--- src/shared/htt_defs.vh ---
// Register offsets, field positions and reset values of the tracking and trim bank
`ifndef HTT_DEFS_VH
`define HTT_DEFS_VH
`define HTT_ADDR_W         8
`define HTT_OFS_AVG_H      8'h44
`define HTT_OFS_AVG_L      8'h45
`define HTT_OFS_ACT_H      8'h46
`define HTT_OFS_ACT_L      8'h47
`define HTT_OFS_PHASE_H    8'h48
`define HTT_OFS_PHASE_L    8'h49
`define HTT_OFS_TRACKING_CONTROL    8'h4C
`define HTT_OFS_TRIM_LOOP  8'h5F
`define HTT_OFS_TRIM_FILT  8'h60
`define HTT_OFS_TRIM_EDGE  8'h62
`define HTT_OFS_TOP_CFG5   8'h6E
`define HTT_OFS_EVT_ACT    8'h81
`define HTT_OFS_STATUS2    8'h82
`define HTT_OFS_MASK2      8'h83
`define HTT_OFS_SNP_FIRST  8'h84
`define HTT_OFS_SNP_LAST   8'hE7
`define HTT_SNP_DEPTH      100
`define HTT_RST_ACT_H      8'h21
`define HTT_RST_ACT_L      7'h4F
`define HTT_RST_PHASE_H    8'h25
`define HTT_RST_SHIFT_L    3'h5
`define HTT_RST_FREEZE     1'b0
`define HTT_RST_AUTO_ADJ   1'b1
`define HTT_RST_FORCE_ON   1'b0
`define HTT_RST_UNDERVOLTAGE_LOCKOUT       2'h1
`define HTT_RST_CAP_TRIM   2'h3
`define HTT_RST_RES_TRIM   2'h0
`define HTT_RST_SLEW       2'h3
`define HTT_RST_V2I_OFS    1'b1
`define HTT_BIT_FREEZE     7
`define HTT_BIT_AUTO_ADJ   1
`define HTT_BIT_FORCE_ON   0
`define HTT_BIT_IDAC_X2    6
`define HTT_BIT_NARROW_BW  5
`define HTT_BIT_BYPASS     2
`define HTT_BIT_HOLD_REV   1
`define HTT_BIT_V2I_OFS    0
`define HTT_BIT_SAT_EVT    2
`define HTT_BIT_SAT_STA    7
`define HTT_BIT_SAT_MASK   7
`endif

--- src/verilog/htt_regs.v ---
// Tracking, trim, fault and snippet memory register bank
`timescale 1ns/1ps
`default_nettype none
`include "htt_defs.vh"

// Summary of operation
// - Average period low seven bits read only, from last four half periods.
// - Period equals (high*128 + low) times 1333.32e-9 milliseconds.
// - Actual period readback, high resets 0x21, low seven bits reset 0x4F.
// - Autoscale bit enables proportional gain scaling; resets to one.
// - Force-on bit keeps tracking active beyond 25 % error; resets off.
// - Undervoltage select codes 0..3 mean 2.7..3.0 V; resets to 01.
// - Current DAC double range and narrow band filter bits reset zero.
// - Capacitor trim resets 3, resistor trim resets 0, both writable.
// - Low and high side slew fields 25..100 mV/ns, reset 3.
// - Delay comparator bypass bit, writable, resets zero.
// - Hold-on-reversal bit suspends frequency updates on polarity reversal.
// - Offset enable bit adds 50 mV offset to V2I factor; resets on.
// - Saturation event latches on saturated result; write one clears.
// - Saturation status bit reflects the fault condition, reset zero.
// - Saturation mask bit writable, resets zero.
// - Snippet bytes read-write, consecutive addresses, each resets zero.
// - Snippet memory holds 100 bytes at 0x84 through 0xE7.
module htt_regs (
   input  wire       clk,                            // 100 MHz clock
   input  wire       rst,                            // Async reset, active high
   input  wire       reg_wr,                         // Write strobe
   input  wire       reg_rd,                         // Read strobe
   input  wire [7:0] reg_addr,                       // Register address
   input  wire [7:0] reg_wdata,                      // Write data
   output reg  [7:0] reg_rdata,                      // Read data, valid cycle after reg_rd
   input  wire       period_load,                    // Tracking loop has new periods
   input  wire [7:0] avg_period_high_in,             // Averaged period high byte
   input  wire [6:0] avg_period_low_in,              // Averaged period low bits
   input  wire [7:0] actual_period_high_in,          // Half-period high byte
   input  wire [6:0] actual_period_low_in,           // Half-period low bits
   input  wire       converter_saturated,            // Converter result saturated
   output reg  [7:0] phase_delay_high,               // Phase delay high byte
   output reg        delay_freeze,                   // Delay freeze
   output reg  [2:0] delay_shift_low,                // Delay shift low field
   output reg        tracking_gain_autoscale,        // Scale proportional gain
   output reg        tracking_forced_active,         // Keep tracking on large error
   output reg        loop_current_dac_range_x2,      // Loop DAC double range
   output reg        loop_filter_narrow_band,        // Loop filter low bandwidth
   output reg  [1:0] undervoltage_threshold_select,  // 2.7/2.8/2.9/3.0 V
   output reg  [1:0] loop_capacitor_trim,            // Loop capacitor trim
   output reg  [1:0] loop_resistor_trim,             // Loop resistor trim
   output reg  [1:0] low_side_slew_select,           // Low side edge rate
   output reg  [1:0] high_side_slew_select,          // High side edge rate
   output reg        delay_comparator_bypass,        // Bypass delay comparator
   output reg        freq_hold_on_reversal,          // Pause updates on reversal
   output reg        volt_to_current_offset_enable,  // Add 50 mV V2I offset
   output reg        irq_r                           // Interrupt request
);

   ////////////////////////////////////////////////////////////////////////////////
   // Register map
   // 0x44        [7:0] averaged period high byte, read only
   // 0x45        [6:0] averaged period low bits, read only
   // 0x46        [7:0] half-period high byte, read only
   // 0x47        [6:0] half-period low bits, read only
   // 0x48        [7:0] phase delay high byte
   // 0x49        [7]   delay freeze
   //             [2:0] delay shift low field
   // 0x4C        [1]   tracking gain autoscale
   //             [0]   tracking forced active
   // 0x5F        [6]   loop current DAC double range
   //             [5]   loop filter narrow band
   //             [4:3] undervoltage threshold select
   // 0x60        [3:2] loop capacitor trim
   //             [1:0] loop resistor trim
   // 0x62        [3:2] low side slew select
   //             [1:0] high side slew select
   // 0x6E        [2]   delay comparator bypass
   //             [1]   frequency hold on reversal
   //             [0]   volt to current offset enable
   // 0x81        [2]   saturation event, write one clears
   // 0x82        [7]   saturation status, read only
   // 0x83        [7]   saturation mask
   // 0x84..0xE7  [7:0] snippet memory bytes

   ////////////////////////////////////////////////////////////////////////////////
   // State
   reg [7:0] avg_h_r;
   reg [6:0] avg_l_r;
   reg [7:0] act_h_r;
   reg [6:0] act_l_r;
   reg       sat_sync1_r;
   reg       sat_sync2_r;
   reg       sat_evt_r;
   reg       sat_sta_r;
   reg       sat_mask_r;
   reg [7:0] snp_mem [0:`HTT_SNP_DEPTH-1];
   reg [7:0] rdata_nxt;
   integer   i;

   // Address falls inside the snippet window
   function is_snp;
      input [7:0] a;
      begin
         is_snp = (a >= `HTT_OFS_SNP_FIRST) && (a <= `HTT_OFS_SNP_LAST);
      end
   endfunction

   // Snippet array index from a byte address
   function [6:0] snp_idx;
      input [7:0] a;
      reg   [7:0] d;
      begin
         d       = a - `HTT_OFS_SNP_FIRST;
         snp_idx = d[6:0];
      end
   endfunction

   ////////////////////////////////////////////////////////////////////////////////
   // Write decode
   wire wr_snp = reg_wr && is_snp(reg_addr);
   wire clr_evt = reg_wr && (reg_addr == `HTT_OFS_EVT_ACT) && reg_wdata[`HTT_BIT_SAT_EVT];

   ////////////////////////////////////////////////////////////////////////////////
   // Period readback
   always @(posedge clk or posedge rst) begin
      if (rst) begin
         avg_h_r <= 8'h00;
         avg_l_r <= 7'h00;
         act_h_r <= `HTT_RST_ACT_H;
         act_l_r <= `HTT_RST_ACT_L;
      end else begin
         if (period_load) begin
            avg_h_r <= avg_period_high_in;
            avg_l_r <= avg_period_low_in;
            act_h_r <= actual_period_high_in;
            act_l_r <= actual_period_low_in;
         end
      end
   end

   ////////////////////////////////////////////////////////////////////////////////
   // Converter saturation synchroniser
   always @(posedge clk or posedge rst) begin
      if (rst) begin
         sat_sync1_r <= 1'b0;
         sat_sync2_r <= 1'b0;
      end else begin
         sat_sync1_r <= converter_saturated;
         sat_sync2_r <= sat_sync1_r;
      end
   end

   ////////////////////////////////////////////////////////////////////////////////
   // Saturation event, status and interrupt
   always @(posedge clk or posedge rst) begin
      if (rst) begin
         sat_evt_r <= 1'b0;
         sat_sta_r <= 1'b0;
         irq_r     <= 1'b0;
      end else begin
         sat_sta_r <= sat_sync2_r;
         // Set wins over a clear in the same cycle
         if (sat_sync2_r)
            sat_evt_r <= 1'b1;
         else if (clr_evt)
            sat_evt_r <= 1'b0;
         irq_r <= (sat_evt_r | sat_sync2_r) & ~sat_mask_r;
      end
   end

   ////////////////////////////////////////////////////////////////////////////////
   // Writable controls
   always @(posedge clk or posedge rst) begin
      if (rst) begin
         phase_delay_high              <= `HTT_RST_PHASE_H;
         delay_freeze                  <= `HTT_RST_FREEZE;
         delay_shift_low               <= `HTT_RST_SHIFT_L;
         tracking_gain_autoscale       <= `HTT_RST_AUTO_ADJ;
         tracking_forced_active        <= `HTT_RST_FORCE_ON;
         loop_current_dac_range_x2     <= 1'b0;
         loop_filter_narrow_band       <= 1'b0;
         undervoltage_threshold_select <= `HTT_RST_UNDERVOLTAGE_LOCKOUT;
         loop_capacitor_trim           <= `HTT_RST_CAP_TRIM;
         loop_resistor_trim            <= `HTT_RST_RES_TRIM;
         low_side_slew_select          <= `HTT_RST_SLEW;
         high_side_slew_select         <= `HTT_RST_SLEW;
         delay_comparator_bypass       <= 1'b0;
         freq_hold_on_reversal         <= 1'b0;
         volt_to_current_offset_enable <= `HTT_RST_V2I_OFS;
         sat_mask_r                    <= 1'b0;
      end else if (reg_wr) begin
         case (reg_addr)
            `HTT_OFS_PHASE_H: begin
               phase_delay_high <= reg_wdata;
            end
            `HTT_OFS_PHASE_L: begin
               delay_freeze    <= reg_wdata[`HTT_BIT_FREEZE];
               delay_shift_low <= reg_wdata[2:0];
            end
            `HTT_OFS_TRACKING_CONTROL: begin
               tracking_gain_autoscale <= reg_wdata[`HTT_BIT_AUTO_ADJ];
               tracking_forced_active  <= reg_wdata[`HTT_BIT_FORCE_ON];
            end
            `HTT_OFS_TRIM_LOOP: begin
               loop_current_dac_range_x2     <= reg_wdata[`HTT_BIT_IDAC_X2];
               loop_filter_narrow_band       <= reg_wdata[`HTT_BIT_NARROW_BW];
               undervoltage_threshold_select <= reg_wdata[4:3];
            end
            `HTT_OFS_TRIM_FILT: begin
               loop_capacitor_trim <= reg_wdata[3:2];
               loop_resistor_trim  <= reg_wdata[1:0];
            end
            `HTT_OFS_TRIM_EDGE: begin
               low_side_slew_select  <= reg_wdata[3:2];
               high_side_slew_select <= reg_wdata[1:0];
            end
            `HTT_OFS_TOP_CFG5: begin
               delay_comparator_bypass       <= reg_wdata[`HTT_BIT_BYPASS];
               freq_hold_on_reversal         <= reg_wdata[`HTT_BIT_HOLD_REV];
               volt_to_current_offset_enable <= reg_wdata[`HTT_BIT_V2I_OFS];
            end
            `HTT_OFS_MASK2: begin
               sat_mask_r <= reg_wdata[`HTT_BIT_SAT_MASK];
            end
            default: begin
            end
         endcase
      end
   end

   ////////////////////////////////////////////////////////////////////////////////
   // Snippet memory
   always @(posedge clk or posedge rst) begin
      if (rst) begin
         for (i = 0; i < `HTT_SNP_DEPTH; i = i + 1)
            snp_mem[i] <= 8'h00;
      end else if (wr_snp) begin
         snp_mem[snp_idx(reg_addr)] <= reg_wdata;
      end
   end

   ////////////////////////////////////////////////////////////////////////////////
   // Read path; period pairs combine as high*128 + low
   always @* begin
      rdata_nxt = 8'h00;
      case (reg_addr)
         `HTT_OFS_AVG_H: begin
            rdata_nxt = avg_h_r;
         end
         `HTT_OFS_AVG_L: begin
            rdata_nxt = {1'b0, avg_l_r};
         end
         `HTT_OFS_ACT_H: begin
            rdata_nxt = act_h_r;
         end
         `HTT_OFS_ACT_L: begin
            rdata_nxt = {1'b0, act_l_r};
         end
         `HTT_OFS_PHASE_H: begin
            rdata_nxt = phase_delay_high;
         end
         `HTT_OFS_PHASE_L: begin
            rdata_nxt = {delay_freeze, 4'h0, delay_shift_low};
         end
         `HTT_OFS_TRACKING_CONTROL: begin
            rdata_nxt = {6'h00, tracking_gain_autoscale,
                         tracking_forced_active};
         end
         `HTT_OFS_TRIM_LOOP: begin
            rdata_nxt = {1'b0, loop_current_dac_range_x2,
                         loop_filter_narrow_band,
                         undervoltage_threshold_select, 3'h0};
         end
         `HTT_OFS_TRIM_FILT: begin
            rdata_nxt = {4'h0, loop_capacitor_trim, loop_resistor_trim};
         end
         `HTT_OFS_TRIM_EDGE: begin
            rdata_nxt = {4'h0, low_side_slew_select, high_side_slew_select};
         end
         `HTT_OFS_TOP_CFG5: begin
            rdata_nxt = {5'h00, delay_comparator_bypass,
                         freq_hold_on_reversal,
                         volt_to_current_offset_enable};
         end
         `HTT_OFS_EVT_ACT: begin
            rdata_nxt = {5'h00, sat_evt_r, 2'h0};
         end
         `HTT_OFS_STATUS2: begin
            rdata_nxt = {sat_sta_r, 7'h00};
         end
         `HTT_OFS_MASK2: begin
            rdata_nxt = {sat_mask_r, 7'h00};
         end
         default: begin
            if (is_snp(reg_addr))
               rdata_nxt = snp_mem[snp_idx(reg_addr)];
            else
               rdata_nxt = 8'h00;
         end
      endcase
   end

   always @(posedge clk or posedge rst) begin
      if (rst)
         reg_rdata <= 8'h00;
      else if (reg_rd)
         reg_rdata <= rdata_nxt;
   end

endmodule
`default_nettype wire

--- config.mk ---
export PLATFORM = sky130hd
export DESIGN_NAME = htt_regs
export DESIGN_NICKNAME = d
export VERILOG_FILES = /design/src/verilog/htt_regs.v
export VERILOG_INCLUDE_DIRS = /design/src /design/src/shared
export SDC_FILE = /design/constraint.sdc
export NUM_CORES = 2
export LEC_CHECK = 0
export BUFFER_PORTS_ARGS = -buffer_cell sky130_fd_sc_hd__buf_2
export CAP_MARGIN = 20
export CORE_UTILIZATION = 50
export CTS_CLUSTER_SIZE = 14
export DETAILED_ROUTE_END_ITERATION = 8
export PLACE_DENSITY = 0.72
export SLEW_MARGIN = 0
export SYNTH_ARGS = -nofsm -noshare
export SYNTH_HDL_FRONTEND = slang
export SYNTH_SLANG_ARGS = --single-unit
--- constraint.sdc ---
create_clock -name clk -period 51.7 [get_ports clk]
set_input_delay 5.17 -clock clk [delete_from_list [all_inputs] [get_ports clk]]
set_output_delay 5.17 -clock clk [all_outputs]
set_load 0.01 [all_outputs]
**Word level (Yosys, flattened, before mapping)**

Index checks and enable logic that the tools add are counted.

- Logic and storage cells: 173
- Output and inout port bits: 38
- Register bits after elaboration: 873
- Input port bits: 52

- Equality and inequality tests: 14
- Bitwise gates (word level): 4
- $lt $le $gt $ge: 4
- Multiplexer cells: 10
- $add $sub $neg: 1
- Reduce and logical (&&, ||, !) cells: 14

Operators with widths:

| operator | number |
|---|---|
| $bwmux 800 | 1 |
| $pmux 8 s14 | 1 |
| $eq 8x7->1 const B | 11 |
| $bmux 8 s7 | 1 |
| $demux 8 s7 | 1 |
| $mux 8 | 4 |
| $eq 8x8->1 const B | 3 |
| $ge 8x8->1 const B | 2 |
| $reduce_and 2->1 | 8 |
| $le 8x8->1 const B | 1 |
| $lt 8x1->1 const B | 1 |
| $not 7->8 | 1 |
| $sub 7x3->7 const B | 1 |
| $logic_and 1x1->1 | 5 |
| $mux 1 | 2 |
| $reduce_bool 2->1 | 1 |
| $and 1x1->1 | 1 |
| $not 1->1 | 1 |
| $or 1x1->1 | 1 |

**Longest topological paths before layout**

- Depth in word-level cells: 7
- Mapped depth: 16
- Depth with buffers taken out: 9

**Worst setup path before layout**

No wires, ideal clock.

- Path kind: input -> register
- From: input reg_addr[2]
- To: register snp_mem[608] (netlist bit)
- Path buffers: 7
- Slack: 43.256 ns
- Data required time: 51.572 ns
- Cell stages on the path: 16
- Data arrival time: 8.317 ns
- Setup time: 0.128 ns
- Path through: inv_1 -> clkbuf_1 -> buf_2 -> buf_1 -> ha_1 -> buf_4 -> nand2b_1 -> a2111o_1 -> o211a_1 -> buf_4 -> and3_1 -> buf_6 -> nand3_2 -> buf_6 -> nor2_4 -> mux2_1

- Cells in the longest elaborated chain, start to end: 7
- Elaborated cells on any way between the ends: 12
- Classes of those cells: add/sub: 1; order compare: 4; mux: 3; bitwise: 1; reduce/logical: 3

RTL lines:

| what | RTL line | RTL |
|---|---|---|
| start: declaration | htt_regs.v:29 | `input wire [7:0] reg_addr,` |
| $sub 7x3->7 (no source line) | n/a |  |
| $not 7->8 (implied by the code) | htt_regs.v:235 | `snp_mem[snp_idx(reg_addr)] <= reg_wdata;` |
| $ge 8x8->1 (implied by the code) or $lt 8x1->1 (tied branches) | htt_regs.v:235 |  |
| $logic_and 1x1->1 (implied by the code) | htt_regs.v:235 |  |
| $mux 8 (implied by the code) | htt_regs.v:235 |  |
| $demux 8 s7 | htt_regs.v:235 |  |
| $bwmux 800 | htt_regs.v:235 |  |
| end signal: indexed assignment | htt_regs.v:235 |  |
| end: declaration | htt_regs.v:93 | `` reg [7:0] snp_mem [0:`HTT_SNP_DEPTH-1]; `` |

Parallel ways exist; a longest one is shown, timed or not.
A chain may end at the register's enable or synchronous reset.

**Worst setup path after layout**

- From: input reg_addr[2]
- To: register reg_rdata[2]

- Cells in the longest elaborated chain, start to end: 7
- Elaborated cells on any way between the ends: 24
- Classes of those cells: add/sub: 1; order compare: 2; eq/ne: 14; mux: 5; bitwise: 1; reduce/logical: 1

RTL lines:

| what | RTL line | RTL |
|---|---|---|
| $sub 7x3->7 (no source line) | n/a |  |
| $not 7->8 (implied by the code) | htt_regs.v:293 | `rdata_nxt = snp_mem[snp_idx(reg_addr)];` |
| $bmux 8 s7 | htt_regs.v:293 |  |
| $mux 8 (implied by the code) (2 in a row) | htt_regs.v:293 |  |
| $mux 8 | htt_regs.v:292 | `if (is_snp(reg_addr))` |
| $pmux 8 s14 * | htt_regs.v:243 | `case (reg_addr)` |
| end signal: assignment | htt_regs.v:304 | `reg_rdata <= rdata_nxt;` |
| end: declaration | htt_regs.v:31 | `output reg [7:0] reg_rdata,` |

Mark *: on every way between the ends. The rest lies on a longest branch, timed or not. The select of a mux whose other input is x is not followed.

==> metrics <==
die height 287 microns; Worst-path clk slew 0.06 ns; area leader, netlist dfrtp_1; period utilization 0.186; nets 2750; Syn Area/Cell 15.3 sq um; fill count 6003; Sink Count 873; first-pass GRT wire length 162000 microns; outcome finished, final reports clean; r2r endpoint reg_rdata[2]$_DFFE_PP0P_; Layout Area Growth over Synthesis 11.2%; routability cong. 0.892; number of buffers created by CTS 91; Synth area leaders dfrtp_1, mux2_2, mux4_2; global route overflow 0; First-pass DRT Iterations 5; vias in the first global route 25600; maximum clock insertion buffer count 3; largest net degree at the start of global routing 134; max-cap viol count 0; Mapped Nets 2710; Critical R2R Launch snp_mem[642]$_DFFE_PP0P_; root buf cell clkbuf_16; Via density 6.33; initial antenna violation count 0; routed via count 24200; Period minus WS final 9.60 ns; RSZ-0062 raised after global routing no; R2R Setup Slk 48.80 ns; Routed Antenna Nets 0; fraction of layout cells with a size suffix above 1 0.484; clk_lat worst skew 0.67 ns; FF-to-FF path depth 7; CORE AREA 79500 sq um; DRC errors left 0; Leakage 21.1 nW; port buffer count 89; Setup CP Type input port to register; Worst-Margin Slew 1.17 ns; Post-DP HPWL 65700 microns; Ports 90; final wirelength 104000 microns; WP data arrival 10.19 ns; Seq/Total Area, Yosys 0.540; design area 45000 sq um; Initial Util 0.509; Placed Cells 3643; cts hold-fix bufs 0; postcts setup bufs 0; Multi-input gate area 17700 sq um; Cell Rows 103; maximum vdd drop 0.0214 mV; Post-Layout Cell Count 3817; Slew Limit Fails 0; # setup viols final 0; type of origin of the critical path input port; Register Area 21900 sq um; top-count cell post-synth dfrtp_1; Hold Crit Class register to register; synth cell count leaders dfrtp_1, mux2_2, mux4_2; end of the critical path reg_rdata[2]$_DFFE_PP0P_; share of Yosys cell area claimed by the top area cell type 0.526; DR iter-0 viols 1986; Placed Instance Area 41800 sq um; fmax 0.104 GHz; DIE AREA 82100 sq um; TritonCTS clock tree built; #FFs+latches synth 873; Overall Global Routing Usage 0.259; wire per inst 27.3 microns; post-synth cell types 68; Mapped Area 40500 sq um; FFs w/ async S/R, synth 1.00; worst-path maximum fanout 22; ys flop type dfrtp_1; worst path required time 52.30 ns; post-CTS sizing 0; H-Tree Level Count 3; power per cell area 34.5 nW/um^2; synthesis warning total 0; max_slew headroom 0.217; endpoints failing hold 0; Post-Route Skew 0.0483 ns; EDFF count, synth 0; fin util 0.566; Gate Count Post-Synth 2653; Fin Setup TNS 0 ns; chip width 287 microns; CP Capture Type register; Worst Setup SP reg_addr[2]
## critical path: stages
cell	delay, ns
buf_2	0.09
buf_4	0.40
inv_2	0.29
buf_4	0.32
ha_1	0.35
xnor2_1	0.88
nand2_1	0.86
a221oi_1	0.73
a22oi_1	0.16
a31oi_1	0.50
o31ai_1	0.22
a21oi_1	0.19
## routing by layer
metal / wire [microns] / share of wire / vias to the layer above / track usage
li1: - / - / 10000 / -
met1: 44200 / 0.42 / 13100 / 0.357
met2: 50200 / 0.48 / 836 / 0.418
met3: 6060 / 0.058 / 212 / 0.0384
met4: 3640 / 0.035 / 0 / 0.0945
met5: 0 / 0 / - / 0
## registers in the layout, indices dropped and copies added, names as in the netlist, 2 cells and up
| signal | cells |
|---|---|
| avg_l_r | 7 |
| undervoltage_threshold_select | 2 |
| loop_resistor_trim | 2 |
| phase_delay_high | 8 |
| low_side_slew_select | 2 |
| snp_mem | 800 |
| avg_h_r | 8 |
| delay_shift_low | 3 |
| act_l_r | 7 |
| loop_capacitor_trim | 2 |
| act_h_r | 8 |
| high_side_slew_select | 2 |
| reg_rdata | 8 |
## worst min-delay path by stage
stage | to | startpoint | cells past startpoint
after floorplan | sat_sync2_r$_DFF_PP0_ | sat_sync1_r$_DFF_PP0_ | 0
after global placement | sat_sync2_r$_DFF_PP0_ | sat_sync1_r$_DFF_PP0_ | 0
after detailed placement | sat_sync2_r$_DFF_PP0_ | sat_sync1_r$_DFF_PP0_ | 0
after CTS | sat_sync2_r$_DFF_PP0_ | sat_sync1_r$_DFF_PP0_ | 0
after global routing | sat_sync2_r$_DFF_PP0_ | sat_sync1_r$_DFF_PP0_ | 0
final | sat_sync2_r$_DFF_PP0_ | sat_sync1_r$_DFF_PP0_ | 0
## cell type report
type | count | area share
antenna | 1 | 0.0000556
clock buffer | 122 | 0.0560
clock inverter | 44 | 0.0124
inverter | 10 | 0.00100
multi-input combinational | 1581 | 0.393
sequential | 873 | 0.486
tap | 1050 | 0.0292
timing repair buffer | 136 | 0.0224
## cell families after synthesis
group                    Yosys count  share of synthesized area
adder cells (fa/ha/maj)            5                    0.00154
AND/OR/NAND/NOR                  262                     0.0402
buffers and inverters            199                     0.0228
AO/OA/AOI/OAI                    185                     0.0343
flip-flops                       873                      0.540
XOR/XNOR                           2                   0.000433
multiplexers                    1127                      0.361
## report_power, final
group	switching (mW)	internal, mW	leakage (nW)
Clock	0.279	0.395	1.51
Combinational	0.0789	0.0584	7.62
Sequential	0.0193	0.721	11.9
## placed cells by master (no fill, tap or decap), types with 23 or more instances in the layout
master     count
a22oi_1       27
buf_2         79
buf_4         45
clkbuf_16     91
dfrtp_1      852
mux2_1       131
mux2_2       735
mux2i_1       82
mux4_2       179
nand2_1       55
nor2_1        23
nor2_2        58
nor2_4        41
## metrics by stage
stage	setup WS [ns]	power (mW)	hold slack [ns]
finish	42.10	1.55	0.362
CTS	41.79	1.56	0.360
detailed placement	41.12	0.888	0.343
floorplan	22.03	0.844	0.331
global placement	41.47	0.879	0.347
global route	41.70	1.60	0.376
Note: power is estimated with default switching activity, not from simulation.
